File: config.mk
export PLATFORM = sky130hd
export DESIGN_NAME = pllsd_core_flat
export DESIGN_NICKNAME = d
export VERILOG_FILES = /design/src/rtl/pllsd_pkg.sv /design/src/rtl/pllsd_link_if.sv /design/src/rtl/pllsd_core.sv /design/src/flat_wrapper.sv
export SDC_FILE = /design/constraint.sdc
export NUM_CORES = 1
export LEC_CHECK = 0
export ABC_AREA = 1
export BUFFER_PORTS_ARGS = -buffer_cell sky130_fd_sc_hd__buf_4
export CAP_MARGIN = 0
export CELL_PAD_IN_SITES_DETAIL_PLACEMENT = 1
export CELL_PAD_IN_SITES_GLOBAL_PLACEMENT = 2
export CORE_MARGIN = 1.5
export CORE_UTILIZATION = 35
export CTS_CLUSTER_DIAMETER = 60
export DETAILED_ROUTE_END_ITERATION = 7
export PLACE_DENSITY = 0.81
export SETUP_SLACK_MARGIN = 0.5
export SYNTH_ARGS = -nofsm -noshare
export SYNTH_HDL_FRONTEND = slang
export SYNTH_SLANG_ARGS = --single-unit
File: constraint.sdc
create_clock -name hclk -period 1.72 [get_ports hclk]
set_clock_uncertainty 0.05 [all_clocks]
set_input_delay 0.258 -clock hclk [delete_from_list [all_inputs] [get_ports hclk]]
set_output_delay 0.258 -clock hclk [all_outputs]
set_load 0.03 [all_outputs]
File: src/rtl/pllsd_pkg.sv
// constants shared by both ends of the synthesiser serial link
// Summary of operation
// four words msb first: swallow, main, band, reference
// data sampled on serial clock falling edge
// under 30 edges: reference latch kept
// 30 edges: reference latch also loaded
// enable low ignores data and clock
// enable fall transfers latches, resyncs detector
// host moves enable only while clock high
// band word shown on two outputs
// modulus low until swallow done, then high
// swallow 0-127, main 3-1023, main >= swallow
// reference 3-2047, divides oscillator by twice
// coarse output: up, down, or released
// lock flag pulls low inside window
// main counter terminal on open-drain monitor
// swallow/main counters clocked by prescaled input
// host keeps ratio at least N squared minus N
// counters change on their clock's rising edge
// new values adopted only at zero state
// edge count cleared when enable rises
package pllsd_pkg;
  localparam int SWALLOW_W = 7;
  localparam int MAIN_W = 10;
  localparam int BAND_W = 2;
  localparam int REF_W = 11;
  localparam int FRAME_W = SWALLOW_W + MAIN_W + BAND_W + REF_W;
  localparam int SHORT_W = SWALLOW_W + MAIN_W + BAND_W;
  localparam logic [4:0] FULL_EDGES = 5'h1E;
  localparam logic [MAIN_W-1:0] MAIN_MIN = 10'h003;
  localparam logic [REF_W-1:0] REF_MIN = 11'h003;
  localparam logic [REF_W-1:0] REF_RESET = 11'h190;
  localparam logic [MAIN_W-1:0] MAIN_RESET = 10'h157;
  localparam logic [SWALLOW_W-1:0] SWALLOW_RESET = 7'h30;
  // fine window width in device clock cycles
  localparam logic [3:0] LOCK_WINDOW = 4'h2;
  // serial clock half period from host, in hclk cycles less one (200 ns period)
  localparam logic [7:0] SCLK_HALF = 8'h04;
  localparam logic [31:0] OFF_CTRL = 32'h0000_0000;
  localparam logic [31:0] OFF_SWMAIN = 32'h0000_0004;
  localparam logic [31:0] OFF_BANDREF = 32'h0000_0008;
  localparam logic [31:0] OFF_STATUS = 32'h0000_000C;
  localparam logic [31:0] OFF_IRQ = 32'h0000_0010;
  localparam logic [31:0] OFF_MASK = 32'h0000_0014;
endpackage : pllsd_pkg

File: src/rtl/pllsd_link_if.sv
// serial loading link between host loader and synthesiser core
`timescale 1ns/1ps
interface pllsd_link_if;
  logic ser_data;
  logic ser_clk;
  logic ser_enable;
  modport host (output ser_data, output ser_clk, output ser_enable);
  modport dev (input ser_data, input ser_clk, input ser_enable);
endinterface : pllsd_link_if

File: src/rtl/pllsd_core.sv
// synthesiser core: serial latches, dividers, phase detector
`timescale 1ns/1ps
module pllsd_core
(
  input wire logic hclk,
  input wire logic hresetn,
  pllsd_link_if.dev link,
  input wire logic osc_in,
  input wire logic prescaled_vco_in,
  output logic prescaler_modulus_select,
  output logic [1:0] band_sel,
  output logic ref_div_pulse,
  output logic vco_div_monitor_o,
  output logic vco_div_monitor_oe,
  output logic coarse_error_out_o,
  output logic coarse_error_out_oe,
  output logic lock_flag_n_o,
  output logic lock_flag_n_oe
);
  localparam int FW = pllsd_pkg::FRAME_W;
  localparam int SW = pllsd_pkg::SWALLOW_W;
  localparam int MW = pllsd_pkg::MAIN_W;
  localparam int RW = pllsd_pkg::REF_W;

  // two-flop synchronisers for every outside input
  logic [4:0] s1_r;
  logic [4:0] s2_r;
  logic [4:0] s3_r;
  always_ff @(posedge hclk or negedge hresetn)
  begin
    if (!hresetn)
    begin
      // idle levels: serial clock high, all else low, so no false edge
      s1_r <= 5'h02;
      s2_r <= 5'h02;
      s3_r <= 5'h02;
    end
    else
    begin
      s1_r <= {prescaled_vco_in, osc_in, link.ser_enable, link.ser_clk,
               link.ser_data};
      s2_r <= s1_r;
      s3_r <= s2_r;
    end
  end
  wire sdat = s2_r[0];
  wire sclk_fall = s3_r[1] & ~s2_r[1];
  wire en_rise = ~s3_r[2] & s2_r[2];
  wire en_fall = s3_r[2] & ~s2_r[2];
  wire osc_rise = ~s3_r[3] & s2_r[3];
  wire vco_rise = ~s3_r[4] & s2_r[4];

  // input shift register and edge count
  logic [FW-1:0] shift_r;
  logic [4:0] edges_r;
  always_ff @(posedge hclk or negedge hresetn)
  begin
    if (!hresetn)
    begin
      shift_r <= '0;
      edges_r <= 5'h00;
    end
    else if (en_rise)
      edges_r <= 5'h00;
    else if (s2_r[2] && sclk_fall)
    begin
      shift_r <= {shift_r[FW-2:0], sdat};
      if (edges_r != pllsd_pkg::FULL_EDGES)
        edges_r <= edges_r + 5'h01;
    end
  end

  // counter latches; short frame sits in low bits of shift register
  logic [SW-1:0] sw_lat_r;
  logic [MW-1:0] main_lat_r;
  logic [RW-1:0] ref_lat_r;
  logic [1:0] band_r;
  always_ff @(posedge hclk or negedge hresetn)
  begin
    if (!hresetn)
    begin
      sw_lat_r <= pllsd_pkg::SWALLOW_RESET;
      main_lat_r <= pllsd_pkg::MAIN_RESET;
      ref_lat_r <= pllsd_pkg::REF_RESET;
      band_r <= 2'h0;
    end
    else if (en_fall)
    begin
      if (edges_r == pllsd_pkg::FULL_EDGES)
      begin
        {sw_lat_r, main_lat_r, band_r, ref_lat_r} <= shift_r;
      end
      else
      begin
        // fewer edges: reference latch untouched
        {sw_lat_r, main_lat_r, band_r} <=
          shift_r[pllsd_pkg::SHORT_W-1:0];
      end
    end
  end
  assign band_sel = band_r;

  // reference divider: half period of ref_lat counts of osc
  logic [RW-1:0] ref_cnt_r;
  logic ref_ph_r;
  logic ref_tick;
  always_ff @(posedge hclk or negedge hresetn)
  begin
    if (!hresetn)
    begin
      ref_cnt_r <= '0;
      ref_ph_r <= 1'b0;
    end
    else if (osc_rise)
    begin
      if (ref_cnt_r == '0)
      begin
        // reload only at zero so a change never truncates a cycle
        ref_cnt_r <= ((ref_lat_r < pllsd_pkg::REF_MIN) ?
                      pllsd_pkg::REF_MIN : ref_lat_r) - 11'h001;
        ref_ph_r <= ~ref_ph_r;
      end
      else
        ref_cnt_r <= ref_cnt_r - 11'h001;
    end
  end
  assign ref_tick = osc_rise && ref_cnt_r == '0 && !ref_ph_r;
  assign ref_div_pulse = ref_ph_r;

  // swallow and main counters on prescaled vco
  logic [SW-1:0] sw_cnt_r;
  logic [MW-1:0] main_cnt_r;
  logic mod_r;
  logic vco_tick;
  wire [MW-1:0] main_load = (main_lat_r < pllsd_pkg::MAIN_MIN) ?
                            pllsd_pkg::MAIN_MIN : main_lat_r;
  always_ff @(posedge hclk or negedge hresetn)
  begin
    if (!hresetn)
    begin
      sw_cnt_r <= '0;
      main_cnt_r <= '0;
      mod_r <= 1'b0;
    end
    // no restart on load: new counts wait for the zero state
    else if (vco_rise)
    begin
      if (main_cnt_r == '0)
      begin
        main_cnt_r <= main_load - 10'h001;
        sw_cnt_r <= sw_lat_r;
        mod_r <= (sw_lat_r == '0);
      end
      else
      begin
        main_cnt_r <= main_cnt_r - 10'h001;
        if (sw_cnt_r == 7'h01 || sw_cnt_r == '0)
          mod_r <= 1'b1;
        if (sw_cnt_r != '0)
          sw_cnt_r <= sw_cnt_r - 7'h01;
      end
    end
  end
  // low for swallow count, high until main ends
  assign prescaler_modulus_select = mod_r;
  assign vco_tick = vco_rise && main_cnt_r == '0;

  // terminal flag of main counter on monitor
  logic mon_r;
  always_ff @(posedge hclk or negedge hresetn)
  begin
    if (!hresetn)
      mon_r <= 1'b0;
    else if (vco_rise)
      mon_r <= (main_cnt_r == 10'h001);
  end
  assign vco_div_monitor_o = 1'b0;
  assign vco_div_monitor_oe = mon_r;

  // phase/frequency detector on reference and vco ticks
  logic up_r;
  logic dn_r;
  logic [3:0] gap_r;
  logic lock_r;
  always_ff @(posedge hclk or negedge hresetn)
  begin
    if (!hresetn)
    begin
      up_r <= 1'b0;
      dn_r <= 1'b0;
      gap_r <= 4'h0;
      lock_r <= 1'b0;
    end
    // a load restarts the detector so both inputs meet afresh
    else if (en_fall)
    begin
      up_r <= 1'b0;
      dn_r <= 1'b0;
      gap_r <= 4'h0;
    end
    else
    begin
      if ((up_r | vco_tick) & (dn_r | ref_tick))
      begin
        // both arrived: error ends; lock when gap was small
        up_r <= 1'b0;
        dn_r <= 1'b0;
        lock_r <= (gap_r <= pllsd_pkg::LOCK_WINDOW);
        gap_r <= 4'h0;
      end
      else
      begin
        up_r <= up_r | vco_tick;
        dn_r <= dn_r | ref_tick;
        if ((up_r | dn_r) && gap_r != 4'hF)
          gap_r <= gap_r + 4'h1;
      end
    end
  end
  // errors shorter than the window stay released
  wire big = gap_r >= pllsd_pkg::LOCK_WINDOW;
  assign coarse_error_out_oe = (up_r | dn_r) & big;
  assign coarse_error_out_o = up_r;
  assign lock_flag_n_o = 1'b0;
  assign lock_flag_n_oe = lock_r;
endmodule : pllsd_core

File: src/flat_wrapper.sv
// flat-port wrapper written by rule: the top's interface ports become plain ports
module pllsd_core_flat 
  (hclk, hresetn, osc_in, prescaled_vco_in, prescaler_modulus_select, band_sel, ref_div_pulse, vco_div_monitor_o, vco_div_monitor_oe, coarse_error_out_o, coarse_error_out_oe, lock_flag_n_o, lock_flag_n_oe, link_ser_data, link_ser_clk, link_ser_enable);
  pllsd_link_if link_i ();
  input wire logic hclk;
  input wire logic hresetn;
  input wire logic osc_in;
  input wire logic prescaled_vco_in;
  output logic prescaler_modulus_select;
  output logic [1:0] band_sel;
  output logic ref_div_pulse;
  output logic vco_div_monitor_o;
  output logic vco_div_monitor_oe;
  output logic coarse_error_out_o;
  output logic coarse_error_out_oe;
  output logic lock_flag_n_o;
  output logic lock_flag_n_oe;
  input wire logic [$bits(link_i.ser_data)-1:0] link_ser_data;
  input wire logic [$bits(link_i.ser_clk)-1:0] link_ser_clk;
  input wire logic [$bits(link_i.ser_enable)-1:0] link_ser_enable;
  assign link_i.ser_data = link_ser_data;
  assign link_i.ser_clk = link_ser_clk;
  assign link_i.ser_enable = link_ser_enable;
  pllsd_core u_core (.hclk(hclk), .hresetn(hresetn), .link(link_i), .osc_in(osc_in), .prescaled_vco_in(prescaled_vco_in), .prescaler_modulus_select(prescaler_modulus_select), .band_sel(band_sel), .ref_div_pulse(ref_div_pulse), .vco_div_monitor_o(vco_div_monitor_o), .vco_div_monitor_oe(vco_div_monitor_oe), .coarse_error_out_o(coarse_error_out_o), .coarse_error_out_oe(coarse_error_out_oe), .lock_flag_n_o(lock_flag_n_o), .lock_flag_n_oe(lock_flag_n_oe));
endmodule
==> out/metrics.cfg, run 1 <==
[status]
status=complete, but fails checks
violations=setup timing

[detailed_routing]
drc=0
routed_via_density=5.48
wl_per_cell_um=25.3
routed_wl_mm=28.2
vias=6103
drt_pass1_iterations=5
drt.antenna.violating_nets=0
drt_iter0_drc=336

[clock_tree]
cts_sinks=117
clockBufferDepth=2
cts_root_buffer=clkbuf_16
clkLatencyLatePin_ns=0.44
cts_max_level=4
cts_buffers=17
cts_tree=done
clkTransAtPathRegs_ns=0.06

[power_and_ir_drop]
p_sw_w=0.00433
seqPwrFrac_pct=29.5
p_int_w=0.00785
power.leakage_nw=4.56
clockPowerShare_pct=33.9
power_frac_comb_pct=36.6
ir_worst_vdd_mv=1.01
swShare_pct=35.6
powerDensity_mw_per_mm2=1200

[placed_design]
port_buffers=14
dpl.hpwl_mm=10.8
pre_cts_ws_ns=-0.231
gp_congestion=0.826
dp_cells=971

[cells_and_area]
fillers=1662
drive_gt1_share_pct=58.1
syn_to_final_growth_pct=76.7
nets=901
final-instance-count-excl-fill=1113
fin_util_pct=63.6
antennaDiodeCount=0

[floorplan]
die_y_um=131
initial_core_util_pct=36.0
dieWidth_um=131
rows=46
io_pins=17
core_area_mm2=0.0160
die_area_mm2=0.0172

[sta]
relSlewSlack_pct=59.5
finalSetupViolCount=30
finalHoldViolCount=0
worst_pin_slew_ns=0.602
min_period_over_period_pct=124
finalMaxSlewViolations=0
rsz0062_at_grt=yes
setup_tns_ns=-6.37
period_needed_ns=2.13
max_freq_mhz=470
setup_ws_ns=-0.410

[critical_path]
cp.arrival_ns=2.39
worst_setup_path_startpoint=u_core.main_lat_r[5]
timing.rr.start=u_core.main_lat_r[5]
required_ns=1.98
end_kind=flip-flop
crit_fanout=3
critical_path_class=reg2reg
startpoint_type=flip-flop

[synth]
synthDistinctLibCells=40
async_reset_ff_share_pct=100
yosysWarnings=0
ys_ff_latch=117
synthCells=690
synth_edf_count=0
synthFlopType=dfrtp_1
avgSynthCellArea_um2=8.35
syn_area_mm2=0.00576
synth_top_area_cell=dfrtp_1
ys_top_cells_by_area=dfrtp_1 (45%), nand2_1 (9.3%), dfstp_2 (6.4%)
synth_top_area_share_pct=44.7
yosysSeqAreaShare_pct=51.1

[grt]
grt_pass1_wl_mm=34.0
grt_pass1_vias=6204
grt_antenna_before_repair=0
grt.overflow.total=0
grt_start_max_net_pins=41
grt_usage_pct=25.4

[hold_path]
hold_path_class=in2async

[flow_run]
cap_violations=0

-- through the flow --
stage | hold WS (ns) | cell area [um^2] | total power, W
floorplan | -0.0876 | 6070 | 0.00508
global placement | 0.156 | 6870 | 0.00602
detailed placement | 0.158 | 6870 | 0.00615
CTS | 0.263 | 9190 | 0.0110
global route | 0.262 | 10200 | 0.0126
finish | 0.235 | 10200 | 0.0122
-- worst max-delay path: stages (launching register included) --
cell      delay (ns)
dfrtp_1         0.39
nor2_2          0.18
nand2_2         0.11
nor2_4          0.14
o21ai_2         0.10
nand2_1         0.12
inv_2           0.07
ha_4            0.18
buf_4           0.13
buf_6           0.11
xor2_2          0.15
o211ai_1        0.21
nand2_1         0.09
-- cell families (layout without fill, tap and decap cells) --
family,after synthesis,count (layout),share of synthesized area [%]
fa+ha+maj,10,10,2.17
buf+inv,111,310,7.49
xor+xnor,12,12,1.82
simple gates,304,311,23.4
mux,10,10,1.95
other cells,1,2,0.0651
flops,117,117,51.1
compound gates,125,125,11.9
-- cell usage after synthesis, types with 4 or more instances --
cell / n
nor3_1: 7
nand3b_1: 5
dfstp_2: 14
clkbuf_1: 19
o21ai_0: 71
a31oi_1: 8
nor2_1: 83
nand2_1: 143
dfrtp_1: 103
nand4_1: 13
inv_1: 83
o22ai_1: 15
mux2_2: 9
nand3_1: 32
a21oi_1: 17
nor2_4: 5
ha_1: 10
o211ai_1: 4
xor2_1: 12
-- per-layer routing --
metal,vias to the layer above,global-route usage (%),share of wire [%]
met4,0,8.02,4.5
li1,2652,-,-
met2,187,45.9,52
met1,3171,30.1,39
met3,93,5.25,4.1
met5,-,0,0
-- power groups by stage --
| stage | clock, W | sequential, W | combinational (W) |
|---|---|---|---|
| floorplan | 0 | 0.00350 | 0.00159 |
| global placement | 0 | 0.00348 | 0.00254 |
| detailed placement | 0 | 0.00350 | 0.00265 |
| CTS | 0.00405 | 0.00349 | 0.00344 |
| global route | 0.00425 | 0.00362 | 0.00474 |
| finish | 0.00413 | 0.00359 | 0.00445 |
-- what timing repair did --
item,in CTS,in global routing
setup buffers,51,37
endpoints found under the hold margin,24,0
hold buffers,6,0
setup endpoints to repair,111,111
pin swaps,82,89
resized for setup,264,141
gates cloned,13,3
-- layout make-up --
class                      instances  area [um^2]  area share [%]
clock buffer                      24          492            4.83
clock inverter                     8          170            1.67
inverter                          86          357            3.50
multi-input combinational        470         3930            38.6
sequential                       117         2950            29.0
tap                              216          270            2.65
timing repair buffer             192         2010            19.8
-- layout by cell type (no fill, tap or decap), types with 18 or more instances in the layout --
master	count
nand2_4	36
o21ai_2	42
inv_2	20
dfrtp_1	100
nor2_4	32
nor2_1	44
inv_1	62
nand2_1	69
buf_6	42
clkbuf_16	18
buf_4	115
nand2_2	41
-- path summary, 6_finish.rpt --
| kind | endpoint | slack, ns | cells after the start |
|---|---|---|---|
| worst min-delay path | u_core.vco_div_monitor_oe | 0.23 | 2 |
| max in group asynchronous | u_core.s2_r[1] | 0.75 | 3 |
| worst max register to register | u_core.main_cnt_r[2] | -0.41 | 12 |
| min in group hclk | u_core.s2_r[0] | 0.31 | 0 |
| worst max-delay path | u_core.main_cnt_r[2] | -0.41 | 12 |
| worst min register to register | u_core.s2_r[0] | 0.31 | 0 |
-- state kept, by name, summed over array words and instances, names as in the netlist, 5 cells and up --
signal and flops:
u_core.sw_cnt_r 7, u_core.sw_lat_r 7, u_core.shift_r 30, u_core.main_lat_r 10
u_core.s2_r 5, u_core.main_cnt_r 10, u_core.ref_lat_r 11, u_core.edges_r 5
u_core.ref_cnt_r 11, u_core.s1_r 5
Note: power is estimated with default switching activity, not from simulation.
==> run 2: changes to the inputs <==
--- a/config.mk
+++ b/config.mk
@@ -11,10 +11,11 @@
 export CELL_PAD_IN_SITES_DETAIL_PLACEMENT = 1
 export CELL_PAD_IN_SITES_GLOBAL_PLACEMENT = 2
 export CORE_MARGIN = 1.5
-export CORE_UTILIZATION = 35
-export CTS_CLUSTER_DIAMETER = 60
+export CORE_UTILIZATION = 36
+export CTS_BUF_LIST = sky130_fd_sc_hd__clkbuf_2
+export CTS_CLUSTER_DIAMETER = 200
 export DETAILED_ROUTE_END_ITERATION = 7
-export PLACE_DENSITY = 0.81
+export PLACE_DENSITY = 0.83
 export SETUP_SLACK_MARGIN = 0.5
 export SYNTH_ARGS = -nofsm -noshare
 export SYNTH_HDL_FRONTEND = slang
==> run 2 against run 1 <==
Against the previous run: clock power down 50%; register-to-register slack worse by 0.15 ns; wire length down 8.5%; sequential power down 2%; critical path depth up 4; the run ends with hold timing, setup timing left; final area down 7.7%; via count down 2.0%; cell count down 1.3%; power down 19%; global-route usage up 0.70 points; sequential share of layout area up 2.4 points; die area down 2.7%.
==> out/metrics.cfg, run 2 (same netlist as run 1, synthesis figures left out) <==
[clock_tree]
cts_tree=done
cts_buffers=17
clkTransAtPathRegs_ns=0.23
clkLatencyLatePin_ns=0.76
cts_hold_buf=6
cts_root_buffer=clkbuf_2
clockBufferDepth=2
cts_max_level=4
cts_sinks=117

[floorplan]
die_area_mm2=0.0168
die_y_um=130
core_area_mm2=0.0158
rows=46
io_pins=17
initial_core_util_pct=36.5
dieWidth_um=130

[cells_and_area]
reg_top3=u_core.shift_r: 30 flops, u_core.ref_cnt_r: 11 flops, u_core.ref_lat_r: 11 flops
design_area_mm2=0.00940
fin_util_pct=59.6
drive_gt1_share_pct=55.3
final-instance-count-excl-fill=1098
final_cell_mix=buf_4 (103), dfrtp_1 (100), nand2_1 (70), inv_1 (64), nor2_1 (52)
layout_commonest_cell=buf_4
syn_to_final_growth_pct=63.0
largest_reg_flops=30
top_register=u_core.shift_r
fillers=1737
nets=885

[grt]
grt.overflow.total=0
grt_pass1_vias=6193
grt_usage_pct=26.1
grt_pass1_wl_mm=33.1
grt_antenna_before_repair=1
grt_start_max_net_pins=48

[hold_path]
hold_path_class=in2async

[sta]
relSlewSlack_pct=64.7
setup_ws_ns=-0.561
finalMaxSlewViolations=0
setup_tns_ns=-7.02
worst_pin_slew_ns=0.529
finalHoldViolCount=16
rsz0062_at_grt=yes
finalSetupViolCount=35
timing.hold.ws_ns=-0.0903
min_period_over_period_pct=133
max_freq_mhz=438
period_needed_ns=2.28

[detailed_routing]
wl_per_cell_um=23.5
drt.antenna.violating_nets=0
drc=0
drt_pass1_iterations=5
drt_iter0_drc=366
routed_via_density=5.45
routed_wl_mm=25.8
vias=5983

[power_and_ir_drop]
power.leakage_nw=4.22
ir_worst_vdd_mv=0.549
powerDensity_mw_per_mm2=1050

[critical_path]
critical_path_class=reg2reg
cp.arrival_ns=2.89
required_ns=2.33
crit_fanout=3
startpoint_type=flip-flop
end_kind=flip-flop

[placed_design]
gp_congestion=0.846
placed_area_mm2=0.00679
dpl.hpwl_mm=11.0
dp_cells=967
port_buffers=14

[status]
violations=hold timing, setup timing
status=complete, but fails checks

[flow_run]
cap_violations=0

[run 2: changes by cell type in the layout (fill, tap and decap cells not counted), moves of 5 or more]
cell / previous run / this run
nor2_4: 32 / 22
buf_4: 115 / 103
buf_12: 17 / 11
clkbuf_16: 18 / 0
clkbuf_2: 0 / 17
nor2_1: 44 / 52
nand2_4: 36 / 31
[run 2: power by group]
part / leakage (nW) / total, W / internal, W / switching [W]
registers: 1.48 / 0.00352 / 0.00314 / 0.000375
clock network: 0.145 / 0.00206 / 0.000792 / 0.00126
logic: 2.60 / 0.00428 / 0.00188 / 0.00239
total: 4.22 / 0.00985 / 0.00582 / 0.00403
[run 2: through the flow]
step / power (W) / worst slack, ns
after floorplan: 0.00508 / -0.0460
after global placement: 0.00594 / -0.156
after detailed placement: 0.00607 / -0.256
after CTS: 0.00893 / -0.336
after global routing: 0.0103 / -0.572
final: 0.00985 / -0.561
[run 2: final cells by class]
class / instances / area [um^2] / area share, %
multi-input combinational: 470 / 3800 / 40.5
antenna: 1 / 2.50 / 0.0266
tap: 216 / 270 / 2.88
clock inverter: 15 / 163 / 1.73
sequential: 117 / 2950 / 31.4
clock buffer: 17 / 85.1 / 0.906
inverter: 86 / 345 / 3.68
timing repair buffer: 176 / 1780 / 18.9
[run 2: critical path, cell delays in order, from the launching register on]
cell	delay [ns]
dfstp_2	0.60
nor2_1	0.07
nand2_1	0.09
nor2_1	0.06
nand2_1	0.13
nand2_2	0.12
nand2_4	0.10
nand2_4	0.06
inv_2	0.06
ha_4	0.14
nand3_4	0.09
nor2_4	0.17
nand2_4	0.09
nor2_4	0.13
nand2_1	0.07
nand2_1	0.10
nand2_1	0.07
[run 2: path summary, 6_finish.rpt]
path,startpoint,endpoint,slack (ns),depth (start not counted)
max,u_core.ref_lat_r[7],u_core.ref_cnt_r[10],-0.56,16
min in group hclk,osc_in,u_core.s1_r[3],0.09,2
max in group asynchronous,hresetn,u_core.ref_lat_r[8],1.00,3
min reg2reg,u_core.s1_r[2],u_core.s2_r[2],0.33,0
max reg2reg,u_core.ref_lat_r[7],u_core.ref_cnt_r[10],-0.56,16
min,hresetn,u_core.shift_r[22],-0.09,2
[run 2: repair_timing]
item | CTS | global route
setup buffers | 60 | 18
pin swaps | 60 | 66
gates cloned | 14 | 0
setup endpoints to repair | 111 | 111
hold endpoints to repair | 116 | 16
gates resized for setup | 248 | 132
[run 2: routing by layer]
layer / share of wire (%) / global-route usage (%) / up-vias
li1: - / - / 2614
met1: 37 / 30.6 / 3067
met2: 54 / 46.5 / 204
met3: 3.6 / 4.71 / 98
met4: 5.5 / 11.8 / 0
met5: 0 / 0 / -
